`config.mk`:
```
export PLATFORM = sky130hd
export DESIGN_NAME = cgr_ctrl_regs
export DESIGN_NICKNAME = d
export VERILOG_FILES = /design/src/inc/cgr_pkg.sv /design/src/hw/cgr_pin_sync.sv /design/src/hw/cgr_ctrl_regs.sv
export SDC_FILE = /design/constraint.sdc
export NUM_CORES = 1
export LEC_CHECK = 0
export ABC_AREA = 1
export BUFFER_PORTS_ARGS = -buffer_cell sky130_fd_sc_hd__buf_4
export CAP_MARGIN = 5
export CORE_UTILIZATION = 45
export CTS_CLUSTER_SIZE = 30
export DETAILED_ROUTE_END_ITERATION = 8
export PLACE_DENSITY = 0.71
export SKIP_CTS_REPAIR_TIMING = 1
export SLEW_MARGIN = 20
export SYNTH_ARGS = -nofsm -noshare
export SYNTH_HDL_FRONTEND = slang
export SYNTH_SLANG_ARGS = --single-unit
```
`constraint.sdc`:
```
create_clock -name ref_clk -period 3.1 [get_ports ref_clk]
set_clock_uncertainty 0.2 [all_clocks]
set_input_delay 0.155 -clock ref_clk [delete_from_list [all_inputs] [get_ports ref_clk]]
set_output_delay 0.155 -clock ref_clk [all_outputs]
set_load 0.05 [all_outputs]
```
`src/inc/cgr_pkg.sv`:
```
// Constants and types for the clock generator control register bank
package cgr_pkg;

    // ****************************************
    // Serial port
    // ****************************************
    localparam logic [6:0] SLAVE_ADDR     = 7'h69;
    localparam int         CMD_SINGLE_BIT = 7;

    // ****************************************
    // Register indices
    // ****************************************
    localparam int REG_COUNT   = 13;
    localparam int IDX_PROFILE = 1;
    localparam int IDX_ENABLE  = 4;
    localparam int IDX_IDENT   = 7;
    localparam int IDX_PART    = 8;
    localparam int IDX_TEST    = 9;
    localparam int IDX_COMPLY  = 11;
    localparam int IDX_COUNT   = 12;

    // ****************************************
    // Field positions
    // ****************************************
    localparam int PROFILE_BIT    = 6;
    localparam int OE1_BIT        = 6;
    localparam int OE2_BIT        = 5;
    localparam int OE3_BIT        = 3;
    localparam int OE4_BIT        = 2;
    localparam int SPREAD_EN_BIT  = 1;
    localparam int TEST_SEL_BIT   = 4;
    localparam int TEST_ENTRY_BIT = 3;
    localparam int SWING_MSB      = 2;
    localparam int COMPLY_BIT     = 1;

    // ****************************************
    // Identity codes, values arbitrary
    // ****************************************
    localparam logic [3:0] REV_CODE   = 4'h1;
    localparam logic [3:0] MAKER_CODE = 4'h2;
    localparam logic [3:0] PART_CODE  = 4'h5;

    // ****************************************
    // Power-up values and writable bits
    // ****************************************
    localparam logic [7:0] RESET_VALUE [REG_COUNT] = '{
        8'h21, 8'h85, 8'hFF, 8'hFF, 8'hFF, 8'h00, 8'h00,
        {REV_CODE, MAKER_CODE}, {PART_CODE, 4'h3},
        8'h25, 8'h03, 8'h07, 8'h0E};
    localparam logic [7:0] WRITE_MASK [REG_COUNT] = '{
        8'h00, 8'h40, 8'h00, 8'h00, 8'h6E, 8'h00, 8'h00,
        8'h00, 8'h00, 8'h1F, 8'h00, 8'h00, 8'hFF};

    // ****************************************
    // Types
    // ****************************************
    typedef enum logic [2:0] {
        ST_IDLE, ST_RX_BYTE, ST_RX_ACK, ST_TX_BYTE, ST_TX_ACK, ST_IGNORE
    } cgr_state_type;

    typedef enum logic [1:0] {PH_ADDR, PH_CMD, PH_DATA} cgr_phase_type;

endpackage

```
`src/hw/cgr_pin_sync.sv`:
```
// Two-stage synchronisers for the serial clock and data pins
`timescale 1ns/1ps
module cgr_pin_sync (
    // Clock and reset
    input  wire logic ref_clk,
    input  wire logic rstn,
    // Raw pins
    input  wire logic sclPin,
    input  wire logic sdaPin,
    // Synchronised levels
    output logic      sclSync,
    output logic      sdaSync
);
    logic [1:0] stage1;
    logic [1:0] next_stage1;
    logic [1:0] next_stage2;

    always_comb begin
        next_stage1 = {sclPin, sdaPin};
        next_stage2 = stage1;
    end

    // Idle bus is high, so reset to high
    always_ff @(posedge ref_clk or negedge rstn) begin
        if (!rstn) begin
            stage1  <= 2'h3;
            sclSync <= 1'b1;
            sdaSync <= 1'b1;
        end else begin
            stage1  <= next_stage1;
            sclSync <= next_stage2[1];
            sdaSync <= next_stage2[0];
        end
    end
endmodule

```
`src/hw/cgr_ctrl_regs.sv`:
```
// Control register bank with two-wire serial slave port
`timescale 1ns/1ps
module cgr_ctrl_regs
    import cgr_pkg::*;
(
    // Clock and reset
    input  wire logic       ref_clk,
    input  wire logic       rstn,
    // Serial pins, data is open drain
    input  wire logic       sclPin,
    input  wire logic       sdaIn,
    output logic            sdaOut,
    output logic            sdaOeN,
    // Clock generator controls
    output logic [3:0]      refoutEnable,
    output logic            spreadModulationEnable,
    output logic            spreadProfileSelect,
    output logic            testModeSelect,
    output logic            testModeEntry,
    output logic [2:0]      outputSwingCode,
    output logic            secondGenCompliant
);

    // ****************************************
    // Pin synchronisers and edge detection
    // ****************************************
    logic sclSync, sdaSync;
    logic sclPrev, sdaPrev;
    logic sclRise, sclFall;
    logic startCond, stopCond;

    cgr_pin_sync cgr_pin_sync_inst (
        .ref_clk (ref_clk),
        .rstn    (rstn),
        .sclPin  (sclPin),
        .sdaPin  (sdaIn),
        .sclSync (sclSync),
        .sdaSync (sdaSync)
    );

    always_ff @(posedge ref_clk or negedge rstn) begin
        if (!rstn) begin
            sclPrev <= 1'b1;
            sdaPrev <= 1'b1;
        end else begin
            sclPrev <= sclSync;
            sdaPrev <= sdaSync;
        end
    end

    assign sclRise   = sclSync & ~sclPrev;
    assign sclFall   = ~sclSync & sclPrev;
    assign startCond = sclSync & sclPrev & sdaPrev & ~sdaSync;
    assign stopCond  = sclSync & sclPrev & ~sdaPrev & sdaSync;

    // ****************************************
    // State
    // ****************************************
    cgr_state_type state, next_state;
    cgr_phase_type phase, next_phase;
    logic [2:0]    bitCnt, next_bitCnt;
    logic [7:0]    shiftReg, next_shiftReg;
    logic          byteDone, next_byteDone;
    logic          readMode, next_readMode;
    logic          blockMode, next_blockMode;
    logic          countSeen, next_countSeen;
    logic [6:0]    ptr, next_ptr;
    logic [7:0]    sentCnt, next_sentCnt;
    logic          acked, next_acked;
    logic          next_sdaOeN;
    logic [7:0]    regs [REG_COUNT], next_regs [REG_COUNT];
    logic          wrEn, txMore;
    logic [7:0]    txData;

    function automatic logic [7:0] readByte(input logic [6:0] idx);
        readByte = (idx < 7'(REG_COUNT)) ? regs[idx[3:0]] : 8'h00;
    endfunction

    // Next byte to send; count byte leads a block read
    always_comb begin
        if (blockMode && !countSeen) begin
            txData = regs[IDX_COUNT];
        end else begin
            txData = readByte(ptr);
        end
        txMore = blockMode && (!countSeen || sentCnt < regs[IDX_COUNT]);
    end

    // ****************************************
    // Serial protocol and register update
    // ****************************************
    always_comb begin
        next_state     = state;
        next_phase     = phase;
        next_bitCnt    = bitCnt;
        next_shiftReg  = shiftReg;
        next_byteDone  = byteDone;
        next_readMode  = readMode;
        next_blockMode = blockMode;
        next_countSeen = countSeen;
        next_ptr       = ptr;
        next_sentCnt   = sentCnt;
        next_acked     = acked;
        next_sdaOeN    = sdaOeN;
        next_regs      = regs;
        wrEn           = 1'b0;
        if (stopCond) begin
            next_state  = ST_IDLE;
            next_sdaOeN = 1'b1;
        end else if (startCond) begin
            // Repeated start keeps pointer and mode
            next_state    = ST_RX_BYTE;
            next_phase    = PH_ADDR;
            next_bitCnt   = 3'h0;
            next_byteDone = 1'b0;
            next_sdaOeN   = 1'b1;
        end else begin
            unique case (state)
                ST_RX_BYTE: begin
                    if (sclRise && !byteDone) begin
                        next_shiftReg = {shiftReg[6:0], sdaSync};
                        next_bitCnt   = bitCnt + 3'h1;
                        next_byteDone = (bitCnt == 3'h7);
                    end else if (sclFall && byteDone) begin
                        next_byteDone = 1'b0;
                        next_state    = ST_RX_ACK;
                        next_sdaOeN   = 1'b0;
                        unique case (phase)
                            PH_ADDR: begin
                                if (shiftReg[7:1] == SLAVE_ADDR) begin
                                    next_readMode = shiftReg[0];
                                    next_phase    = shiftReg[0] ? PH_DATA : PH_CMD;
                                    next_sentCnt  = 8'h00;
                                end else begin
                                    next_state  = ST_IGNORE;
                                    next_sdaOeN = 1'b1;
                                end
                            end
                            PH_CMD: begin
                                next_blockMode = ~shiftReg[CMD_SINGLE_BIT];
                                next_ptr       = shiftReg[CMD_SINGLE_BIT] ?
                                                 shiftReg[6:0] : 7'h00;
                                next_countSeen = 1'b0;
                                next_phase     = PH_DATA;
                            end
                            PH_DATA: begin
                                if (blockMode && !countSeen) begin
                                    // Write count byte carries no data
                                    next_countSeen = 1'b1;
                                end else begin
                                    wrEn     = 1'b1;
                                    next_ptr = ptr + 7'h01;
                                end
                            end
                        endcase
                    end
                end
                ST_RX_ACK: begin
                    if (sclFall) begin
                        next_bitCnt = 3'h0;
                        if (readMode) begin
                            next_state    = ST_TX_BYTE;
                            next_shiftReg = txData;
                            next_sdaOeN   = txData[7];
                            if (blockMode && !countSeen) begin
                                next_countSeen = 1'b1;
                            end else begin
                                next_ptr     = ptr + 7'h01;
                                next_sentCnt = sentCnt + 8'h01;
                            end
                        end else begin
                            next_state  = ST_RX_BYTE;
                            next_sdaOeN = 1'b1;
                        end
                    end
                end
                ST_TX_BYTE: begin
                    if (sclFall) begin
                        next_bitCnt = bitCnt + 3'h1;
                        if (bitCnt == 3'h7) begin
                            next_state  = ST_TX_ACK;
                            next_sdaOeN = 1'b1;
                        end else begin
                            next_shiftReg = {shiftReg[6:0], 1'b0};
                            next_sdaOeN   = shiftReg[6];
                        end
                    end
                end
                ST_TX_ACK: begin
                    if (sclRise) begin
                        next_acked = ~sdaSync;
                    end else if (sclFall) begin
                        // Host may stop after any complete byte
                        if (acked && txMore) begin
                            next_state    = ST_TX_BYTE;
                            next_bitCnt   = 3'h0;
                            next_shiftReg = txData;
                            next_sdaOeN   = txData[7];
                            if (!countSeen) begin
                                next_countSeen = 1'b1;
                            end else begin
                                next_ptr     = ptr + 7'h01;
                                next_sentCnt = sentCnt + 8'h01;
                            end
                        end else begin
                            next_state = ST_IGNORE;
                        end
                    end
                end
                ST_IDLE, ST_IGNORE: begin
                    next_sdaOeN = 1'b1;
                end
            endcase
        end
        // Masked merge keeps reserved and read-only bits
        if (wrEn && ptr < 7'(REG_COUNT)) begin
            next_regs[ptr[3:0]] = (regs[ptr[3:0]] & ~WRITE_MASK[ptr[3:0]]) |
                                  (shiftReg & WRITE_MASK[ptr[3:0]]);
        end
    end

    always_ff @(posedge ref_clk or negedge rstn) begin
        if (!rstn) begin
            state     <= ST_IDLE;
            phase     <= PH_ADDR;
            bitCnt    <= 3'h0;
            shiftReg  <= 8'h00;
            byteDone  <= 1'b0;
            readMode  <= 1'b0;
            blockMode <= 1'b0;
            countSeen <= 1'b0;
            ptr       <= 7'h00;
            sentCnt   <= 8'h00;
            acked     <= 1'b0;
            sdaOeN    <= 1'b1;
            sdaOut    <= 1'b0;
            regs      <= RESET_VALUE;
        end else begin
            state     <= next_state;
            phase     <= next_phase;
            bitCnt    <= next_bitCnt;
            shiftReg  <= next_shiftReg;
            byteDone  <= next_byteDone;
            readMode  <= next_readMode;
            blockMode <= next_blockMode;
            countSeen <= next_countSeen;
            ptr       <= next_ptr;
            sentCnt   <= next_sentCnt;
            acked     <= next_acked;
            sdaOeN    <= next_sdaOeN;
            sdaOut    <= 1'b0;
            regs      <= next_regs;
        end
    end

    // ****************************************
    // Control outputs, taken from register bits
    // ****************************************
    assign spreadProfileSelect    = regs[IDX_PROFILE][PROFILE_BIT];
    assign refoutEnable           = {regs[IDX_ENABLE][OE4_BIT], regs[IDX_ENABLE][OE3_BIT],
                                     regs[IDX_ENABLE][OE2_BIT], regs[IDX_ENABLE][OE1_BIT]};
    assign spreadModulationEnable = regs[IDX_ENABLE][SPREAD_EN_BIT];
    assign testModeSelect         = regs[IDX_TEST][TEST_SEL_BIT];
    assign testModeEntry          = regs[IDX_TEST][TEST_ENTRY_BIT];
    assign outputSwingCode        = regs[IDX_TEST][SWING_MSB:0];
    assign secondGenCompliant     = regs[IDX_COMPLY][COMPLY_BIT];
endmodule

```
Word-level counts from Yosys, hierarchy flattened. Memory sizes are Yosys's and may differ from the RTL's. Cells that the tools add are included.

Add/sub/neg operators: 3. $lt $le $gt $ge: 4. Equal/unequal tests: 40. Mux-type cells: 107. Bitwise logic cells: 20. Reduce and logical (&&, ||, !) cells: 33.

Operators with widths (count): $mux W8 (26); $bwmux W104 (1); $mux W7 (10); $mux W3 (19); $bmux W8 S4 (1); $demux W8 S4 (1); $mux W1 (32); $ne A4 B4 Y1 const B (8); $pmux W8 S4 (1); $ne A2 B2 Y1 const B (14); $pmux W3 S4 (2); $pmux W8 S3 (1); $reduce_and A11 Y1 (2); $ne A3 B3 Y1 const B (7); $pmux W7 S3 (1); $and A8 B8 Y8 (2); $reduce_and A8 Y1 (2); $mux W2 (7); $pmux W7 S2 (1); $reduce_and A14 Y1 (1); $reduce_and A7 Y1 (2); $reduce_and A12 Y1 (1); $reduce_and A6 Y1 (2); $eq A3 B3 Y1 const B (3); other kinds (36) (60).

Bits in registers: 147. Bits in read-only memories: 128. Output and inout bits: 14. Word-level logic and storage cells: 238. Memories: 1.

Memories: (no name shown) (words 16, bits a word 8, rd ports 1, clocked after Yosys merged registers in 0, write ports 0, line cgr_ctrl_regs.sv:218) `(shiftReg & WRITE_MASK[ptr[3:0]]);`.

Longest topological paths before layout. Gate-level depths: netlist (run 1).

Word-level depth: 12. Gate-level depth with buffers: 16. Gate-level depth less buffers: 16.

By module. From an unflattened synthesis (run 1), not the netlist that was laid out.

Cells, all modules: 1066. Area total of the unflattened synthesis: 8182.8 um^2.

Modules (own cells, without submodules): cgr_ctrl_regs (times used 1, cells each 1062, area each 8077.7 um^2, seq. area each 3639.7 um^2); cgr_pin_sync (times used 1, cells each 4, area each 105.1 um^2, seq. area each 105.1 um^2).

Least setup slack after synthesis (run 1). No wires, ideal clock.

Path type: flip-flop to flip-flop. Start point: register ptr[1]. End point: register regs[18] (netlist bit). Arrival time: 2.066 ns. Required time: 2.778 ns. Slack: 0.712 ns. Stages on the path, launching flop included: 11. Path through: dfrtp_1 -> inv_2 -> buf_2 -> ha_1 -> o21ai_1 -> inv_2 -> nor2_1 -> inv_2 -> o31ai_2 -> buf_2 -> o21ai_1.

Cells in the longest elaborated chain, start to end: 8.

Ends and longest elaborated chain: start, declared (line cgr_ctrl_regs.sv:67) `logic [6:0] ptr, next_ptr;`; start signal, assigned (line cgr_ctrl_regs.sv:247) `ptr <= next_ptr;`; $not A4 Y5 (line cgr_ctrl_regs.sv:217, cgr_ctrl_regs.sv:218); $mem_v2 Z16 W8; $mux W8 (implied by the code) (2 in a row) (line cgr_ctrl_regs.sv:218); $not A8 Y8 (line cgr_ctrl_regs.sv:217) `next_regs[ptr[3:0]] = (regs[ptr[3:0]] & ~WRITE_MASK[ptr[3:0]]) |`; $and A8 B8 Y8 (line cgr_ctrl_regs.sv:217); $or A8 B8 Y8 (line cgr_ctrl_regs.sv:217); $bwmux W104 (line cgr_ctrl_regs.sv:217); end signal, assigned (line cgr_ctrl_regs.sv:252) `regs <= next_regs;`; end, declared (line cgr_ctrl_regs.sv:71) `logic [7:0] regs [REG_COUNT], next_regs [REG_COUNT];`.

Parallel ways exist; a longest one is shown, timed or not. The select of a mux whose other input is x is not followed. A chain may end at the register's enable or synchronous reset.

Final worst setup path (run 1).
Start point: register state[0]. End point: register ptr[1].

Cells in the longest elaborated chain, start to end: 3.

Ends and longest elaborated chain: start, declared (line cgr_ctrl_regs.sv:59) `cgr_state_type state, next_state;`; start signal, assigned (line cgr_ctrl_regs.sv:239) `state <= next_state;`; $eq A3 B1 Y1, or another cell as far along (line cgr_ctrl_regs.sv:118) `unique case (state)`; $ne A3 B1 Y1 (no source line), or another cell as far along; $reduce_and A12 Y1 (no source line).

Parallel ways exist; a longest one is shown, timed or not.

==> results of run 1 <==
layout make-up:
type / instances / share of cell area, %
Timing Repair Buffer: 44 / 4.12
Clock buffer: 20 / 5.07
Multi-Input combinational cell: 796 / 42.5
Clock inverter: 12 / 1.31
Inverter: 78 / 3.18
Tap cell: 229 / 3.11
Sequential cell: 147 / 40.7
worst paths after layout:
check                                                      startpoint  cells past startpoint  slack (ns)                             endpoint
max                                              state[0]$_DFFE_PN0P_                     10        0.32                   ptr[1]$_DFFE_PN0P_
min                                                              rstn                      2        0.04                 regs[60]$_DFFE_PN0P_
max reg2reg                                      state[0]$_DFFE_PN0P_                     10        0.32                   ptr[1]$_DFFE_PN0P_
min reg2reg                cgr_pin_sync_inst.next_stage2[0]$_DFF_PN1_                      0        0.16  cgr_pin_sync_inst.sdaSync$_DFF_PN1_
max in group asynchronous                                        rstn                      3        1.82                   sdaOeN$_DFFE_PN1P_
min in group ref_clk       cgr_pin_sync_inst.next_stage2[0]$_DFF_PN1_                      0        0.16  cgr_pin_sync_inst.sdaSync$_DFF_PN1_
logic make-up after synthesis:
logic type / count (synthesis) / share of synthesized area (%)
AO/OA/AOI/OAI: 205 / 13.8
XOR/XNOR: 8 / 0.841
adder cells (fa/ha/maj): 14 / 2.10
buffers and inverters: 131 / 8.11
flip-flops: 147 / 44.9
multiplexers: 1 / 0.120
other: 1 / 0.0450
AND/OR/NAND/NOR: 567 / 30.0
worst max-delay path: cells and delay by family (launching register included):
kind | cells | cell delay (ns)
buf+inv | 1 | 0.23
simple gates | 9 | 1.82
flops | 1 | 0.41
stage by stage:
step	hold slack, ns	total power (W)	cells
finish	0.0380	0.00808	1326
global route	0.0654	0.00859	1326
CTS	-0.528	0.00804	1323
detailed placement	-0.0713	0.00597	1291
global placement	-0.0683	0.00595	1291
floorplan	-0.341	0.00489	1074
power by group through the flow:
stage / clock (W) / combinational (W) / sequential, W
2_1_floorplan: 0 / 0.00254 / 0.00235
3_3_place_gp: 0 / 0.00355 / 0.00240
3_5_place_dp: 0 / 0.00356 / 0.00241
4_1_cts: 0.00208 / 0.00358 / 0.00238
5_1_grt: 0.00217 / 0.00401 / 0.00241
6_report: 0.00205 / 0.00364 / 0.00238
layout by cell type (no fill, tap or decap), types with 4 or more instances in the layout:
master / n
buf_4: 37
inv_2: 11
inv_1: 67
nor2_2: 4
a21oi_1: 16
nand4_1: 27
o21ai_1: 89
dfstp_2: 53
nand3_1: 40
clkbuf_16: 17
ha_1: 14
nor3_1: 6
o21ai_0: 70
nand2_1: 370
inv_6: 5
xor2_1: 7
o211ai_1: 5
dfrtp_1: 93
o31ai_2: 5
nand3_4: 9
nor2_1: 94
clkinvlp_4: 4
o21ai_2: 9
flip-flops by register name, summed over array words and instances (netlist names), 2 cells and up:
register and cells:
refoutEnable 4, sentCnt 8, regs 92, phase 2
cgr_pin_sync_inst.next_stage2 2, outputSwingCode 3, state 3, bitCnt 3
ptr 7, shiftReg 8
routing by layer:
| layer | wire (microns) | vias up | GRT usage [%] | share of wire (%) |
|---|---|---|---|---|
| li1 | - | 3533 | - | - |
| met1 | 10200 | 3451 | 33.4 | 47 |
| met2 | 9800 | 236 | 36.0 | 45 |
| met3 | 1340 | 23 | 4.40 | 6.2 |
| met4 | 276 | 0 | 6.07 | 1.3 |
| met5 | 0 | - | 0 | 0 |
==> results by stage, run 1 <==
Route:
- The routed length per placed instance is 16.3 microns.
- The number of nets with antenna violations after detailed routing is 0.
- The first detailed-routing pass took 6 iterations.
- Summed over all layers, the routed wires come to 21.6 mm.
- The number of violations reported at the end of detailed-routing iteration 0 is 714.
- The routed layout has 7243 vias.
- The average vias per placed instance is 5.46.
- The number of remaining DRC errors is 0.

Power and ir drop:
- The total power per unit cell area is 878 mW/mm^2.
- Across the VDD grid, the largest voltage drop is 0.480 mV.
- Of the total power, registers draw 29.5%.
- The relative contribution of combinational cells to total power is 45.1%.
- The internal portion of the total power is 0.00440 W.
- The analysis attributes to cell leakage a power of 4.24 nW.
- The total net switching power is 0.00368 W.
- The share of total power dissipated in the clock network is 25.4%.
- The switching share of total power is 45.5%.

Yosys:
- The synthesized netlist contains 43 unique library cells.
- Sorting the synthesized cells by how often they occur yields nand2_1 (370), dfrtp_1 (94), nor2_1 (94).
- The cell count after synthesis came out at 1074.
- After synthesis, the largest area contributor takes up 28.2% of total cell area.
- The share of flip-flops with an asynchronous set or reset after synthesis is 100%.
- The most used flip-flop cell after synthesis is dfrtp_1.
- The post-synthesis register bit count is 147.
- Counting every net in the synthesized netlist gives 1092.
- The sequential share of the synthesized area is 44.9%.
- The Yosys step of the flow raised 0 warnings.
- In this run, synthesis inferred 0 flip-flops with an integrated enable.
- The post-synthesis instance area is 0.00833 sq mm.
- By area the synthesized netlist is led by dfrtp_1 (28%), dfstp_2 (17%), nand2_1 (17%), o21ai_1 (5.3%), nor2_1 (4.2%).
- The most common cell in the synthesized netlist is nand2_1.
- dfrtp_1 takes more of the synthesized area than any other cell.
- A synthesized cell averages 7.76 sq um.

Finish:
- The repair_antennas step left the layout with diodes totalling 0.
- The number of filler cells placed in the layout is 1760.
- The final core area utilization is 51.1%.
- In the final layout, the share of cells above drive strength 1 is 16.3%.
- In the final layout, flip-flops and latches occupy 0.00375 sq mm.
- The number of nets in the layout is 1102.
- In the final layout, the multi-input gates occupy 0.00391 sq mm.
- The area growth from synthesis to layout is 10.5%.
- The post-route standard cell area excluding fillers is 0.00920 sq mm.

Worst setup path:
- The maximum cell stage delay along the critical path is 0.41 ns.
- The sort of element at the end of the critical path is a register.
- The kind of start point of the critical path is a register.
- STA puts the critical path data required time at 3.21 ns.
- For the worst setup path, the data arrival time is 2.89 ns.
- The critical path is of the register to register type.
- Walking the worst path, the cells encountered are nor2_1 > nand2_1 > nand2_2 > inv_2 > nand2_1 > nand3_2 > nor2_4 > nand4_2 > nand2_1 > nand2_1.
- Of all nets on the critical path, the largest fanout is 16.
- On the critical path, the stage with the largest delay is an instance of dfrtp_1.
- The most repeated library cell on the critical path is nand2_1.

Placed design:
- The standard cell area after detailed placement is 0.00859 sq mm.
- The pre-CTS setup slack is 0.433 ns.
- The count of input and output buffers is 16.
- Routability-driven placement finished with a final weighted congestion of 0.958.
- The detailed placer's ending HPWL is 14.9 mm.

Flow run:
- Across the run, the number of max-cap violations was 0.

Global routing:
- The largest net degree at the start of global routing is 69.
- After global routing the overflow that remains totals 0.
- Global routing consumed, over all layers together, 23.3% of the routing resources.
- The via count of the first global-routing pass came to 6770.
- The initial antenna violation count was 0.
- The first global-routing pass estimated 35.7 mm of wire.

Clocking:
- The root buffer cell chosen for the clock tree is clkbuf_16.
- The H-tree was split into 4 levels.
- The later pin in the worst-skew pair is clocked with a latency of 0.43 ns.
- In this run, CTS created clock tree buffers numbering 17.
- The CTS sink count is 147.
- No sink is reached through more buffers than the 2 on the longest clock path.
- Clock-pin slew was measured on the worst setup and hold paths at 0.06 ns.
- TritonCTS built the clock tree.

Floorplanning:
- The die covers 0.0191 sq mm.
- The area of the core region is 0.0180 sq mm.
- The die width is 138 microns.
- Once the floorplan was initialized, standard cells occupied 46.2% of the core.
- The floorplan row count is 49.
- During I/O placement, the number of pins put on the boundary was 18.
- The floorplan step set the die height to 138 microns.

Timing:
- The post-route minimum period is 2.78 ns.
- Headroom to the max-slew limit came out at 43.2%.
- The slew at the pin with the worst max-slew slack is 0.852 ns.
- The setup violation total in the final timing report is 0.
- Based on the critical path, the design can be clocked at up to 360 MHz.
- Setup repair after global routing left no endpoint under its margin.
- The final-report hold violation count is 0.
- After layout, the worst path uses 89.6% of the clock period.
- In the final timing run, aggregate negative setup slack is 0 ns.
- Once routing completed, OpenROAD measured the worst setup slack at 0.321 ns.
- The number of max-slew violations in the final report is 0.

Worst hold path:
- The min-delay analysis places its worst path in the category input pin to async pin.

Outcome:
- The run finished with clean final reports.
Power figures use the tool's default switching activity.
==> run 2: changes to the inputs <==
--- a/config.mk
+++ b/config.mk
@@ -11,7 +11,7 @@
 export CORE_UTILIZATION = 45
 export CTS_CLUSTER_SIZE = 30
 export DETAILED_ROUTE_END_ITERATION = 8
-export PLACE_DENSITY = 0.71
+export PLACE_DENSITY = 0.63
 export SKIP_CTS_REPAIR_TIMING = 1
 export SLEW_MARGIN = 20
 export SYNTH_ARGS = -nofsm -noshare
==> constraint.sdc (replaced) <==
create_clock -name ref_clk -period 2.9 [get_ports ref_clk]
set_clock_uncertainty 0.2 [all_clocks]
set_input_delay 0.145 -clock ref_clk [delete_from_list [all_inputs] [get_ports ref_clk]]
set_output_delay 0.145 -clock ref_clk [all_outputs]
set_load 0.05 [all_outputs]
==> run 2 against run 1 <==
Combinational power up 8.2%. Cell area up 1.1%. Maximum frequency up 6.0%. Cell count up 0.75%. Routed wire length about the same. Sequential cell count unchanged. Clock-buffer cell count down 2. Via count down 1.2%. Clock power up 17%. Critical path depth up 2. Largest cell class unchanged. Largest power group unchanged.
==> results by stage, run 2 (same netlist as run 1, synthesis figures left out) <==
Floorplanning:
- The floorplan row count was 49 (unchanged).
- The starting density of the core is 46.2% (unchanged).
- The area of the core region is 0.0180 sq mm (unchanged).
- The vertical extent of the die was 138 microns (unchanged).
- The number of ports placed on the die boundary is 18 (unchanged).
- The die width was 138 microns (unchanged).
- The die outline area is 0.0191 sq mm (unchanged).

Timing:
- The setup violation total in the final timing report is 0 (unchanged).
- The max-slew headroom at the worst pin came to 35.2% (-8.0 points).
- The slew at the pin with the worst max-slew slack is 0.965 ns (+0.114 ns).
- The timing-limited maximum frequency was 382 MHz (+6.0%).
- The post-route minimum period is 2.62 ns (-0.158 ns).
- The final-report hold violation count is 0 (unchanged).
- The number of max-slew violations in the final report is 0 (unchanged).
- Setup repair after global routing left no endpoint under its margin.
- The total negative slack is 0 ns (unchanged).
- The final cycle utilization of the critical path was 90.4% (+0.73 points).

Finish:
- Ranked by flip-flop count, first place goes to regs.
- The flip-flop count of the largest register after layout is 92 (unchanged).
- The number of filler cells placed in the layout is 1784 (+1.4%).
- The commonest non-fill, non-tap cell in the layout is nand2_1.
- The area overhead of the layout relative to synthesis is 11.7%.
- The multi-input gate area in the final layout is 0.00391 sq mm (unchanged).
- The total inserted antenna cells is 0 (unchanged).
- The largest registers in the layout are regs: 92 flops, sentCnt: 8 flops, shiftReg: 8 flops.
- The number of nets in the layout is 1112 (+0.91%).
- The area of all sequential standard cells is 0.00375 sq mm (unchanged).
- The library cells used most frequently in the layout, excluding fill and tap cells, are nand2_1 (370), nor2_1 (94), dfrtp_1 (93), o21ai_1 (89), o21ai_0 (70).
- The post-layout instance count excluding filler cells is 1336 (+0.75%).
- The share of layout cells above drive strength 1 is 17.1% (+0.76 points).

Clocking:
- The number of levels in the clock H-tree is 4 (unchanged).
- The maximum clock insertion buffer count came to 2 (unchanged).
- The tree is rooted in a clkbuf_16.
- TritonCTS built the clock tree.
- The number of clock buffers inserted by TritonCTS is 17 (unchanged).
- The CTS sink count is 147 (unchanged).
- The clock input transition at the sequential cells of the worst setup and hold paths is 0.06 ns (about the same).
- The clock latency on the worst-skew pair is 0.43 ns (about the same).

Global routing:
- The via count of the first global-routing pass is 6752 (-0.27%).
- The total routing resource utilization after global routing is 23.6% (+0.38 points).
- The initial antenna violation count is 0 (unchanged).
- The largest net degree at the start of global routing is 66 (-4.3%).
- The wire length of the first global-routing pass is 35.8 mm (+0.48%).
- The leftover overflow at the end of global routing came to 0 (unchanged).

Worst setup path:
- The largest individual stage delay along the critical path comes from the cell dfstp_2.
- The sort of element at the end of the critical path is a register.
- The maximum cell stage delay along the critical path is 0.58 ns (+0.17 ns).
- The critical path goes through inv_1 > ha_1 > a21oi_1 > nand2_1 > nand2_1 > nand2_1 > nand2_1 > nand2_1 > nand2_1 > nand4_1 > nand2_1 > nand2_1.
- The most repeated library cell on the critical path is nand2_1.
- The cell family contributing the most delay on the critical path is simple AND/OR/NAND/NOR gates.
- The largest fanout of any net on the critical path came to 8 (-8).
- The kind of start point of the critical path is a register.
- The required time at the worst-slack endpoint is 3.02 ns (-0.19 ns).
- The type of the worst setup path is register to register.
- The buffer and inverter count on the worst path is 1 (unchanged).
- The signal arrival time at the worst endpoint came to 2.74 ns (-0.15 ns).

Placed design:
- The weighted congestion at the end of routability-driven global placement is 0.884 (-7.7%).
- The detailed placer's ending HPWL is 15.2 mm (+1.9%).
- The number of placed cells counting well taps is 1301 (+0.77%).
- The count of input and output buffers was 16 (unchanged).

Route:
- The length of the first detailed-routing pass in iterations was 7 (+1).
- The number of violations reported at the end of detailed-routing iteration 0 is 584 (-18%).
- The average vias per placed instance is 5.36 (-1.9%).
- The number of vias in the routed layout is 7158 (-1.2%).
- The final wirelength is 21.6 mm (about the same).
- The routed length per placed instance came to 16.2 microns (-0.66%).
- The number of remaining DRC errors came to 0 (unchanged).
- The number of nets with antenna violations after detailed routing came to 0 (unchanged).

Flow run:
- The count of maximum capacitance violations is 0 (unchanged).

Outcome:
- The flow ran to the end, and the final reports show no timing, DRC or antenna violations.

Worst hold path:
- The worst hold path belongs to the class input pin to async pin.

Power and ir drop:
- The maximum vdd drop is 0.660 mV (+38%).
- The leakage power total is 4.30 nW (+1.6%).
- The total power per unit cell area is 955 mW/mm^2 (+8.8%).
==> run 2: changes by cell type in the layout (fill, tap and decap cells not counted) <==
cell and change:
clkinv_4 +5, bufinv_16 +3, clkbuf_8 -2, inv_6 -3
buf_12 -2, buf_4 +12, clkinvlp_4 -2, inv_8 -1
==> run 2: layer usage <==
metal  vias up  track usage (%)  part of all wire [%]
li1       3539                -                     -
met1      3405             34.2                    48
met2       190             36.3                    46
met3        24             4.26                   4.8
met4         0             6.59                   1.4
met5         -                0                     0
==> run 2: power by group <==
part / switching, W / total, W / internal (W)
registers: 0.000247 / 0.00255 / 0.00230
logic: 0.00277 / 0.00394 / 0.00118
clock network: 0.000923 / 0.00240 / 0.00147
total: 0.00394 / 0.00889 / 0.00495
==> run 2: layout make-up <==
type,instances,area share (%)
multi-input cells,796,42.0
flip-flops and latches,147,40.3
clock buffers,18,4.72
repair buffers,54,4.61
inverters,78,3.15
well taps,229,3.08
clock inverters,14,2.16
==> run 2: worst paths after layout <==
check,cells after the start,endpoint,slack (ns),startpoint
worst max-delay path,12,shiftReg[5]$_DFFE_PN0P_,0.28,regs[3]$_DFFE_PN1P_
worst min register to register,0,cgr_pin_sync_inst.sclSync$_DFF_PN1_,0.16,cgr_pin_sync_inst.next_stage2[1]$_DFF_PN1_
worst min-delay path,2,regs[45]$_DFFE_PN0P_,0.04,rstn
worst max register to register,12,shiftReg[5]$_DFFE_PN0P_,0.28,regs[3]$_DFFE_PN1P_
min in group ref_clk,0,cgr_pin_sync_inst.sclSync$_DFF_PN1_,0.16,cgr_pin_sync_inst.next_stage2[1]$_DFF_PN1_
max in group asynchronous,3,regs[81]$_DFFE_PN1P_,1.62,rstn
==> run 2: per-stage QoR <==
stage	hold slack [ns]	total power (W)	utilization, %	setup WS (ns)	cell area, sq um
3_3_place_gp	-0.0658	0.00642	47.9	0.323	8640
6_report	0.0426	0.00889	51.6	0.279	9310
2_1_floorplan	-0.351	0.00523	-	0.512	8330
5_1_grt	0.0762	0.00948	51.6	0.0748	9310
3_5_place_dp	-0.0687	0.00646	47.9	0.301	8640
4_1_cts	-0.524	0.00889	51.5	0.284	9280
